[src/rtl/ccg_pkg.sv]
package ccg_pkg;

    // fuse field widths; a fuse bit reads 1 when unprogrammed, 0 when programmed
    localparam int          CKSEL_W            = 4;
    localparam int          SUT_W              = 2;
    localparam int          CNT_W              = 17;
    localparam logic        FUSE_UNPROGRAMMED  = 1'h1;
    localparam logic        FUSE_PROGRAMMED    = 1'h0;

    // clock source code ranges
    localparam logic [3:0]  CKSEL_XTAL_LO      = 4'ha;
    localparam logic [3:0]  CKSEL_LFXTAL       = 4'h9;
    localparam logic [3:0]  CKSEL_RC_LO        = 4'h5;
    localparam logic [3:0]  CKSEL_INTRC_LO     = 4'h1;
    localparam logic [3:0]  CKSEL_EXTCLK       = 4'h0;

    // delivery defaults: internal rc, slowly rising power
    localparam logic [3:0]  CKSEL_DEFAULT      = 4'h1;
    localparam logic [1:0]  SUT_DEFAULT        = 2'h2;

    // start-up counts in cycles of the selected source
    localparam logic [16:0] XTAL_SHORT_CK      = 17'h00102;
    localparam logic [16:0] XTAL_MID_CK        = 17'h00400;
    localparam logic [16:0] OTHER_START_CK     = 17'h00006;

    // extra reset delay in watchdog oscillator cycles
    localparam logic [16:0] WDT_NONE_CYC       = 17'h00000;
    localparam logic [16:0] WDT_SHORT_CYC      = 17'h01000;

    // sleep mode codes
    localparam logic [2:0]  SLEEP_IDLE         = 3'h0;
    localparam logic [2:0]  SLEEP_CONV_NR      = 3'h1;
    localparam logic [2:0]  SLEEP_POWER_DOWN   = 3'h2;
    localparam logic [2:0]  SLEEP_POWER_SAVE   = 3'h3;
    localparam logic [2:0]  SLEEP_STANDBY      = 3'h6;

    typedef enum logic [4:0] {
        SRC_XTAL    = 5'h01,
        SRC_LFXTAL  = 5'h02,
        SRC_EXT_RC  = 5'h04,
        SRC_INT_RC  = 5'h08,
        SRC_EXT_CLK = 5'h10
    } ccg_src_t;

    typedef struct packed {
        logic [CKSEL_W-1:0] clock_source_select_fuses;
        logic [SUT_W-1:0]   startup_time_fuses;
    } ccg_fuse_t;

    typedef struct packed {
        logic core_clock;
        logic program_memory_clock;
        logic peripheral_clock;
        logic async_timer_clock;
        logic converter_clock;
    } ccg_clk_en_t;

    typedef struct packed {
        logic sync_irq;
        logic async_ext_irq;
        logic twi_addr_match;
        logic async_timer_irq;
    } ccg_wake_t;

endpackage

[src/rtl/ccg_clock_control.sv]
`timescale 1ns/100ps
// Contract
// decode four-bit source field into five families
// fuse one is unprogrammed, zero programmed
// deep-sleep wake waits start-up on source
// reset adds extra delay on watchdog oscillator
// extra delay is 4096 or 65536 cycles; the code adds none for crystal settings 010 and 101
// delivery default: source 0001, start-up 10
// core clock gating stops core operation
// program memory clock follows core clock
// peripheral clock drives timers, serial, interrupts
// async external interrupts wake with gated peripherals
// two-wire address match works in all sleeps
// async timer clock runs during sleep
// async timer only with internal oscillator
// converter clock separate, others gated in conversion; the code keeps the async timer clock on there
// each sleep mode gates unused domains
// selected source feeds central generator domains
// crystal lsb plus start-up fuses pick count
// fuses sampled at reset, static while running
module ccg_clock_control
    import ccg_pkg::*;
#(
    parameter logic [CNT_W-1:0] XTAL_LONG_CK = 17'h04000,
    parameter logic [CNT_W-1:0] LF_LONG_CK   = 17'h08000,
    parameter logic [CNT_W-1:0] WDT_LONG_CYC = 17'h10000
)
(
    input  wire logic   clk_sys,         // system clock, 20 MHz
    input  wire logic   rst_n,           // async reset, active low
    input  ccg_fuse_t   fuse_pins,       // fuse bits, read once after reset
    input  wire logic   src_tick,        // one pulse per selected-source cycle
    input  wire logic   wdt_tick,        // one pulse per watchdog osc cycle
    input  wire logic   sleep_req,       // core asks to enter sleep
    input  wire logic [2:0] sleep_mode,  // requested sleep mode
    input  wire logic   async_timer_on,  // software wants the async timer
    input  ccg_wake_t   wake_src,        // wake-up event levels
    output ccg_clk_en_t clk_en,          // per-domain clock enables
    output logic        core_running,    // core may execute instructions
    output logic        startup_busy,    // a start-up delay is being counted
    output ccg_src_t    src_kind,        // decoded clock source family
    output logic        async_timer_ok   // async timer usable with this source
);

    typedef enum logic [5:0] {
        ST_CAPTURE   = 6'h01,
        ST_OSC_START = 6'h02,
        ST_RST_DELAY = 6'h04,
        ST_RUN       = 6'h08,
        ST_SLEEP     = 6'h10,
        ST_WAKE      = 6'h20
    } ccg_state_t;

    ccg_state_t       state_reg;
    ccg_state_t       state_next;
    ccg_fuse_t        fuse_reg;
    ccg_fuse_t        fuse_next;
    ccg_fuse_t        fuse_eff;
    logic [2:0]       mode_reg;
    logic [2:0]       mode_next;
    ccg_clk_en_t      clk_en_reg;
    ccg_clk_en_t      clk_en_next;
    logic             running_reg;
    logic             running_next;
    logic             busy_reg;
    logic             busy_next;
    ccg_src_t         src_reg;
    logic             asy_ok_reg;
    logic             asy_ok_next;
    logic             osc_start;
    logic             wdt_start;
    logic             osc_done;
    logic             wdt_done;
    ccg_src_t         src_dec;
    logic [CNT_W-1:0] osc_cycles;
    logic [CNT_W-1:0] wdt_cycles;
    logic             wake_now;
    logic             deep_mode;

    ccg_fuse_decode #(
        .XTAL_LONG_CK (XTAL_LONG_CK),
        .LF_LONG_CK   (LF_LONG_CK),
        .WDT_LONG_CYC (WDT_LONG_CYC)
    ) u_decode (
        .fuses      (fuse_eff),
        .src_kind   (src_dec),
        .osc_cycles (osc_cycles),
        .wdt_cycles (wdt_cycles)
    );

    // start-up after reset and after deep sleep is counted on the source itself
    ccg_tick_counter u_osc_cnt (
        .clk_sys (clk_sys),
        .rst_n   (rst_n),
        .start   (osc_start),
        .tick    (src_tick),
        .load    (osc_cycles),
        .busy    (),
        .done    (osc_done)
    );

    // the reset-only extra delay runs off the watchdog oscillator
    ccg_tick_counter u_wdt_cnt (
        .clk_sys (clk_sys),
        .rst_n   (rst_n),
        .start   (wdt_start),
        .tick    (wdt_tick),
        .load    (wdt_cycles),
        .busy    (),
        .done    (wdt_done)
    );

    assign deep_mode = (mode_reg == SLEEP_POWER_DOWN) || (mode_reg == SLEEP_POWER_SAVE);

    // fuse_reg still holds the defaults during capture, so decode the pins there
    assign fuse_eff = (state_reg == ST_CAPTURE) ? fuse_pins : fuse_reg;

    // asynchronous sources wake in every mode; clocked ones only if their clock runs
    always_comb
    begin
        wake_now = wake_src.async_ext_irq
                 | wake_src.twi_addr_match
                 | (wake_src.sync_irq & clk_en_reg.peripheral_clock)
                 | (wake_src.async_timer_irq & clk_en_reg.async_timer_clock);
    end

    // fsm and start strobes
    always_comb
    begin
        state_next = state_reg;
        fuse_next  = fuse_reg;
        mode_next  = mode_reg;
        osc_start  = 1'b0;
        wdt_start  = 1'b0;
        unique case (state_reg)
            ST_CAPTURE:
            begin
                // one sample after release; later fuse changes are ignored
                fuse_next  = fuse_pins;
                state_next = ST_OSC_START;
            end
            ST_OSC_START:
            begin
                if (osc_done)
                begin
                    state_next = ST_RST_DELAY;
                    wdt_start  = 1'b1;
                end
            end
            ST_RST_DELAY:
            begin
                if (wdt_done)
                    state_next = ST_RUN;
            end
            ST_RUN:
            begin
                if (sleep_req)
                begin
                    mode_next  = sleep_mode;
                    state_next = ST_SLEEP;
                end
            end
            ST_SLEEP:
            begin
                if (wake_now)
                begin
                    if (deep_mode)
                    begin
                        state_next = ST_WAKE;
                        osc_start  = 1'b1;
                    end
                    else
                        state_next = ST_RUN;
                end
            end
            ST_WAKE:
            begin
                if (osc_done)
                    state_next = ST_RUN;
            end
        endcase
        // the decode sees the pins during capture, so the loaded count matches them
        if (state_reg == ST_CAPTURE)
            osc_start = 1'b1;
    end

    always_ff @(posedge clk_sys or negedge rst_n)
    begin
        if (!rst_n)
        begin
            state_reg <= ST_CAPTURE;
            fuse_reg  <= '{clock_source_select_fuses: CKSEL_DEFAULT,
                           startup_time_fuses:        SUT_DEFAULT};
            mode_reg  <= SLEEP_IDLE;
        end
        else
        begin
            state_reg <= state_next;
            fuse_reg  <= fuse_next;
            mode_reg  <= mode_next;
        end
    end

    // domain enables, decided on the state being entered
    always_comb
    begin
        clk_en_next  = '0;
        running_next = (state_next == ST_RUN);
        busy_next    = (state_next == ST_OSC_START) || (state_next == ST_RST_DELAY)
                    || (state_next == ST_WAKE);
        asy_ok_next  = (src_dec == SRC_INT_RC);
        unique case (state_next)
            ST_RUN:
            begin
                // the generator hands the source clock to every domain; the async timer gets it only when switched on with the internal rc
                clk_en_next.core_clock           = 1'b1;
                clk_en_next.peripheral_clock     = 1'b1;
                clk_en_next.converter_clock      = 1'b1;
                clk_en_next.async_timer_clock    = async_timer_on & asy_ok_next;
            end
            ST_SLEEP:
            begin
                unique case (mode_next)
                    SLEEP_IDLE:
                    begin
                        clk_en_next.peripheral_clock  = 1'b1;
                        clk_en_next.converter_clock   = 1'b1;
                        clk_en_next.async_timer_clock = async_timer_on & asy_ok_next;
                    end
                    SLEEP_CONV_NR:
                    begin
                        // core and peripherals quiet while the converter samples
                        clk_en_next.converter_clock   = 1'b1;
                        clk_en_next.async_timer_clock = async_timer_on & asy_ok_next;
                    end
                    SLEEP_POWER_SAVE:
                    begin
                        clk_en_next.async_timer_clock = async_timer_on & asy_ok_next;
                    end
                    default:
                    begin
                        // power-down, standby and unused codes stop every domain
                        clk_en_next.async_timer_clock = 1'b0;
                    end
                endcase
            end
            ST_CAPTURE, ST_OSC_START, ST_RST_DELAY, ST_WAKE:
            begin
                // the core stays frozen until the delay ends
                clk_en_next.async_timer_clock = async_timer_on & asy_ok_next
                                              & (state_next == ST_WAKE);
            end
        endcase
        clk_en_next.program_memory_clock = clk_en_next.core_clock;
    end

    always_ff @(posedge clk_sys or negedge rst_n)
    begin
        if (!rst_n)
        begin
            clk_en_reg  <= '0;
            running_reg <= 1'b0;
            busy_reg    <= 1'b0;
            src_reg     <= SRC_INT_RC;
            asy_ok_reg  <= 1'b0;
        end
        else
        begin
            clk_en_reg  <= clk_en_next;
            running_reg <= running_next;
            busy_reg    <= busy_next;
            src_reg     <= src_dec;
            asy_ok_reg  <= asy_ok_next;
        end
    end

    assign clk_en         = clk_en_reg;
    assign core_running   = running_reg;
    assign startup_busy   = busy_reg;
    assign src_kind       = src_reg;
    assign async_timer_ok = asy_ok_reg;

endmodule

[src/rtl/ccg_tick_counter.sv]
`timescale 1ns/100ps
module ccg_tick_counter
    import ccg_pkg::*;
(
    input  wire logic             clk_sys,  // system clock
    input  wire logic             rst_n,    // async reset, active low
    input  wire logic             start,    // load the count
    input  wire logic             tick,     // one pulse per counted cycle
    input  wire logic [CNT_W-1:0] load,     // cycles to count
    output logic                  busy,     // count in progress
    output logic                  done      // one-cycle pulse at the end
);

    logic [CNT_W-1:0] cnt_reg;
    logic [CNT_W-1:0] cnt_next;
    logic             busy_reg;
    logic             busy_next;
    logic             done_reg;
    logic             done_next;

    always_comb
    begin
        cnt_next  = cnt_reg;
        busy_next = busy_reg;
        done_next = 1'b0;
        if (start)
        begin
            cnt_next  = load;
            busy_next = (load != '0);
            done_next = (load == '0);
        end
        else if (busy_reg && tick)
        begin
            cnt_next = cnt_reg - CNT_W'(1);
            if (cnt_reg == CNT_W'(1))
            begin
                busy_next = 1'b0;
                done_next = 1'b1;
            end
        end
    end

    always_ff @(posedge clk_sys or negedge rst_n)
    begin
        if (!rst_n)
        begin
            cnt_reg  <= '0;
            busy_reg <= 1'b0;
            done_reg <= 1'b0;
        end
        else
        begin
            cnt_reg  <= cnt_next;
            busy_reg <= busy_next;
            done_reg <= done_next;
        end
    end

    assign busy = busy_reg;
    assign done = done_reg;

endmodule

[src/rtl/ccg_fuse_decode.sv]
`timescale 1ns/100ps
module ccg_fuse_decode
    import ccg_pkg::*;
#(
    parameter logic [CNT_W-1:0] XTAL_LONG_CK  = 17'h04000,
    parameter logic [CNT_W-1:0] LF_LONG_CK    = 17'h08000,
    parameter logic [CNT_W-1:0] WDT_LONG_CYC  = 17'h10000
)
(
    input  ccg_fuse_t         fuses,       // captured fuse settings
    output ccg_src_t          src_kind,    // decoded source family
    output logic [CNT_W-1:0]  osc_cycles,  // start-up count on the source
    output logic [CNT_W-1:0]  wdt_cycles   // extra reset delay count
);

    logic [3:0] cksel;
    logic [1:0] sut;
    logic [2:0] xtal_idx;

    assign cksel    = fuses.clock_source_select_fuses;
    assign sut      = fuses.startup_time_fuses;
    assign xtal_idx = {cksel[0], sut};

    always_comb
    begin
        // ranges are compared on the raw bit values: 1 unprogrammed, 0 programmed
        if (cksel >= CKSEL_XTAL_LO)
            src_kind = SRC_XTAL;
        else if (cksel == CKSEL_LFXTAL)
            src_kind = SRC_LFXTAL;
        else if (cksel >= CKSEL_RC_LO)
            src_kind = SRC_EXT_RC;
        else if (cksel >= CKSEL_INTRC_LO)
            src_kind = SRC_INT_RC;
        else
            src_kind = SRC_EXT_CLK;
    end

    always_comb
    begin
        osc_cycles = OTHER_START_CK;
        wdt_cycles = (sut == 2'h0) ? WDT_SHORT_CYC : WDT_LONG_CYC;
        unique case (src_kind)
            SRC_XTAL:
            begin
                // clock-select lsb joins the start-up fuses
                unique case (xtal_idx)
                    3'h0: begin osc_cycles = XTAL_SHORT_CK; wdt_cycles = WDT_SHORT_CYC; end
                    3'h1: begin osc_cycles = XTAL_SHORT_CK; wdt_cycles = WDT_LONG_CYC;  end
                    3'h2: begin osc_cycles = XTAL_MID_CK;   wdt_cycles = WDT_NONE_CYC;  end
                    3'h3: begin osc_cycles = XTAL_MID_CK;   wdt_cycles = WDT_SHORT_CYC; end
                    3'h4: begin osc_cycles = XTAL_MID_CK;   wdt_cycles = WDT_LONG_CYC;  end
                    3'h5: begin osc_cycles = XTAL_LONG_CK;  wdt_cycles = WDT_NONE_CYC;  end
                    3'h6: begin osc_cycles = XTAL_LONG_CK;  wdt_cycles = WDT_SHORT_CYC; end
                    3'h7: begin osc_cycles = XTAL_LONG_CK;  wdt_cycles = WDT_LONG_CYC;  end
                endcase
            end
            SRC_LFXTAL:
            begin
                // the reserved start-up code falls back to the slowest setting
                osc_cycles = sut[1] ? LF_LONG_CK : XTAL_MID_CK;
                wdt_cycles = (sut == 2'h0) ? WDT_SHORT_CYC : WDT_LONG_CYC;
            end
            SRC_EXT_RC, SRC_INT_RC, SRC_EXT_CLK:
            begin
                osc_cycles = OTHER_START_CK;
            end
        endcase
    end

endmodule

[config.mk]
export PLATFORM = sky130hd
export DESIGN_NAME = ccg_clock_control
export DESIGN_NICKNAME = d
export VERILOG_FILES = /design/src/rtl/ccg_pkg.sv /design/src/rtl/ccg_clock_control.sv /design/src/rtl/ccg_tick_counter.sv /design/src/rtl/ccg_fuse_decode.sv
export SDC_FILE = /design/constraint.sdc
export NUM_CORES = 1
export LEC_CHECK = 0
export ABC_AREA = 1
export BUFFER_PORTS_ARGS = -buffer_cell sky130_fd_sc_hd__buf_2
export CAP_MARGIN = 10
export CORE_ASPECT_RATIO = 0.9
export CORE_MARGIN = 2
export CORE_UTILIZATION = 62
export DETAILED_ROUTE_END_ITERATION = 6
export GPL_ROUTABILITY_DRIVEN = 0
export PLACE_DENSITY_LB_ADDON = 0.3
export SYNTH_ARGS = -nofsm -noshare
export SYNTH_HDL_FRONTEND = slang
export SYNTH_HIERARCHICAL = 1
export SYNTH_SLANG_ARGS = --single-unit
[constraint.sdc]
create_clock -name clk_sys -period 4.11 [get_ports clk_sys]
set_input_delay 0.822 -clock clk_sys [delete_from_list [all_inputs] [get_ports clk_sys]]
set_output_delay 0.822 -clock clk_sys [all_outputs]
set_load 0.01 [all_outputs]
==> results.py <==
metrics = {
    "clock_tree": {
        "hold_buffers": 0,
        "cts_setup_buffers": 0,
        "cts_tree": "built",
        "h-tree-depth": 3,
        "clock_latency_ns": 0.35,
        "clockBufferDepth": 2,
        "cts-root-buf": "clkbuf_8",
        "cts.sinks": 64,
        "clkTransAtPathRegs_ns": 0.08,
        "cts_buffers": 9,
        "ctsResizeCount": 0,
    },
    "layout": {
        "area_growth_pct": 8.379,
        "antenna-diode-count": 0,
        "final_nets": 671,
        "fin_area_um2": 4726,
        "drive_gt1_share_pct": 15.69,
    },
    "synthesis": {
        "yosysWarnings": 6,
        "ys_types": 37,
        "ys_top_cells_by_count": "nand2_1, nor2_1, inv_1",
        "synth_cells": 611,
        "synth.most_common_cell": "nand2_1",
        "synth_top_cell_by_area": "dfrtp_1",
        "synth_edf_count": 0,
        "synth_top_area_share_pct": 34.43,
        "yosysSeqAreaShare_pct": 36.84,
        "synth.ff_latch_count": 64,
        "ys.flop_type": "dfrtp_1",
        "avgSynthCellArea_um2": 7.137,
        "synthArstFlopShare_pct": 100.0,
        "synthTopCellsByArea": "dfrtp_1, nand2_1, nand3_1",
        "synth_area_um2": 4360,
    },
    "status": {
        "status": "completed",
    },
    "detailed_routing": {
        "routed_wl_um": 9614,
        "wl_per_cell_um": 12.99,
        "drc": 0,
        "postRouteAntennaNets": 0,
        "vias": 3922,
        "drt_first_pass_iters": 5,
        "drt_iter0_markers": 251,
        "avgViaCountPerCell": 5.300,
    },
    "global_routing": {
        "globalRouteOverflowTotal": 0,
        "grt_max_degree": 43,
        "antenna_found_initial": 0,
        "grt_pass1_wl_um": 16280,
        "grt_pass1_vias": 3693,
        "grtUsageTotal_pct": 26.20,
    },
    "worst_setup_path": {
        "path_class": "register to register",
        "crit_path_max_incr_delay_ns": 0.42,
        "path_cells": "nor2_4, nand4_2, mux2_2, inv_1, ha_1, o21ai_0, nand2_1, nand2_1, nor2_1, nand2_1, nor2_1, nand3_1, nand2_1, nand2_1, inv_1",
        "end_kind": "register",
        "cpMostUsedCell": "nand2_1",
        "worstPathArrival_ns": 2.84,
        "critPathSlowestCell": "dfrtp_1",
        "crit_path_start_kind": "register",
        "cp.required_ns": 4.35,
        "cp_max_fo": 7,
    },
    "min_path": {
        "hold_path.class": "input pin to async pin",
    },
    "timing": {
        "fmax_ghz": 0.3853,
        "drv_slew": 0,
        "finalHoldViolCount": 0,
        "worstMarginPinSlew_ns": 0.5934,
        "timing.final.crit_share_pct": 63.15,
        "setup_tns_ns": 0,
        "clock_skew_ns": 0.009731,
        "fin_crit_ns": 2.596,
        "setup_viol": 0,
        "rsz0062_at_grt": "no",
        "slew_headroom_pct": 60.44,
    },
    "floorplanning": {
        "io_pins": 32,
        "die_x_um": 92.40,
        "initial_core_util_pct": 65.16,
        "dieHeight_um": 83.56,
        "core_um2": 6691,
        "std_cell_rows": 28,
        "die_area_um2": 7721,
    },
    "pwr": {
        "p_leak_nw": 2.494,
        "peakVddDrop_v": 0.0004131,
        "p_per_area_nw_per_um2": 633.9,
    },
    "placed_design": {
        "portBuffers": 31,
        "placedInstanceArea_um2": 4482,
        "hpwl_um": 6910,
    },
    "run": {
        "drv_cap": 0,
    },
}
routing by layer:
metal  share of wire, %  global-route usage, %  vias up
met1                 45                  34.93     1824
met5                  0                      0        -
met4                1.7                  7.598        0
met2                 48                  42.34      123
met3                5.3                  6.504       18
li1                   -                      -     1957
cell type report:
class / count / area (um^2)
multi-input combinational: 456 / 2283
fill: 537 / 1966
sequential: 64 / 1607
inverter: 80 / 301.5
timing repair buffer: 34 / 177.7
clock buffer: 9 / 123.9
clock inverter: 7 / 120.1
tap: 90 / 112.6
worst max-delay path: cells and delay by family (launching register included):
family	cells	cell delay, ns
fa+ha+maj	1	0.28
mux	1	0.39
buf+inv	2	0.20
flops	1	0.42
simple gates	10	1.05
compound gates	1	0.14
logic make-up after synthesis:
| family | after synthesis | share of synthesized area [%] |
|---|---|---|
| xor+xnor | 4 | 0.8036 |
| fa+ha+maj | 7 | 2.009 |
| buf+inv | 116 | 12.94 |
| simple gates | 372 | 39.60 |
| compound gates | 40 | 6.083 |
| other cells | 2 | 0.1722 |
| mux | 6 | 1.549 |
| flops | 64 | 36.84 |
cells in the final DEF (no fill, tap or decap), drive strengths merged, types with 9 or more instances in the layout:
cell / count
o21ai: 17
clkbuf: 9
nor2: 101
inv: 79
nand2: 183
nand3: 67
buf: 34
nand4: 12
conb: 27
dfrtp: 60
final timing paths:
path | startpoint | to | slack (ns) | cells past startpoint
setup / recovery | state_reg[5] | u_wdt_cnt/done | 1.51 | 15
hold / removal | rst_n | u_wdt_cnt/cnt_reg[5] | 0.46 | 1
setup reg to reg | state_reg[5] | u_wdt_cnt/done | 1.51 | 15
hold reg to reg | u_wdt_cnt/done | state_reg[2] | 0.52 | 1
max in group asynchronous | rst_n | src_kind[3] | 2.68 | 2
min in group clk_sys | u_wdt_cnt/done | state_reg[2] | 0.52 | 1
power breakdown:
| group | leakage, nW | internal, mW | total (mW) | switching (mW) |
|---|---|---|---|---|
| clock | 0.119 | 0.403 | 0.659 | 0.256 |
| sequential | 0.800 | 0.847 | 1.05 | 0.205 |
| combinational | 1.57 | 0.438 | 1.28 | 0.846 |
| total | 2.49 | 1.69 | 3.00 | 1.31 |
through the flow:
stage,cells,setup WS [ns],utilization (%),power [mW],hold slack [ns]
after floorplan,636,1.907,-,2.038,0.4683
after global placement,724,1.528,66.98,2.248,0.4981
after detailed placement,724,1.469,66.98,2.311,0.4960
after CTS,740,1.521,70.62,2.983,0.4573
final,740,1.515,70.62,2.996,0.4624
after global routing,740,1.233,70.62,3.239,0.4748
No activity file was read; power rests on OpenSTA's default activity.
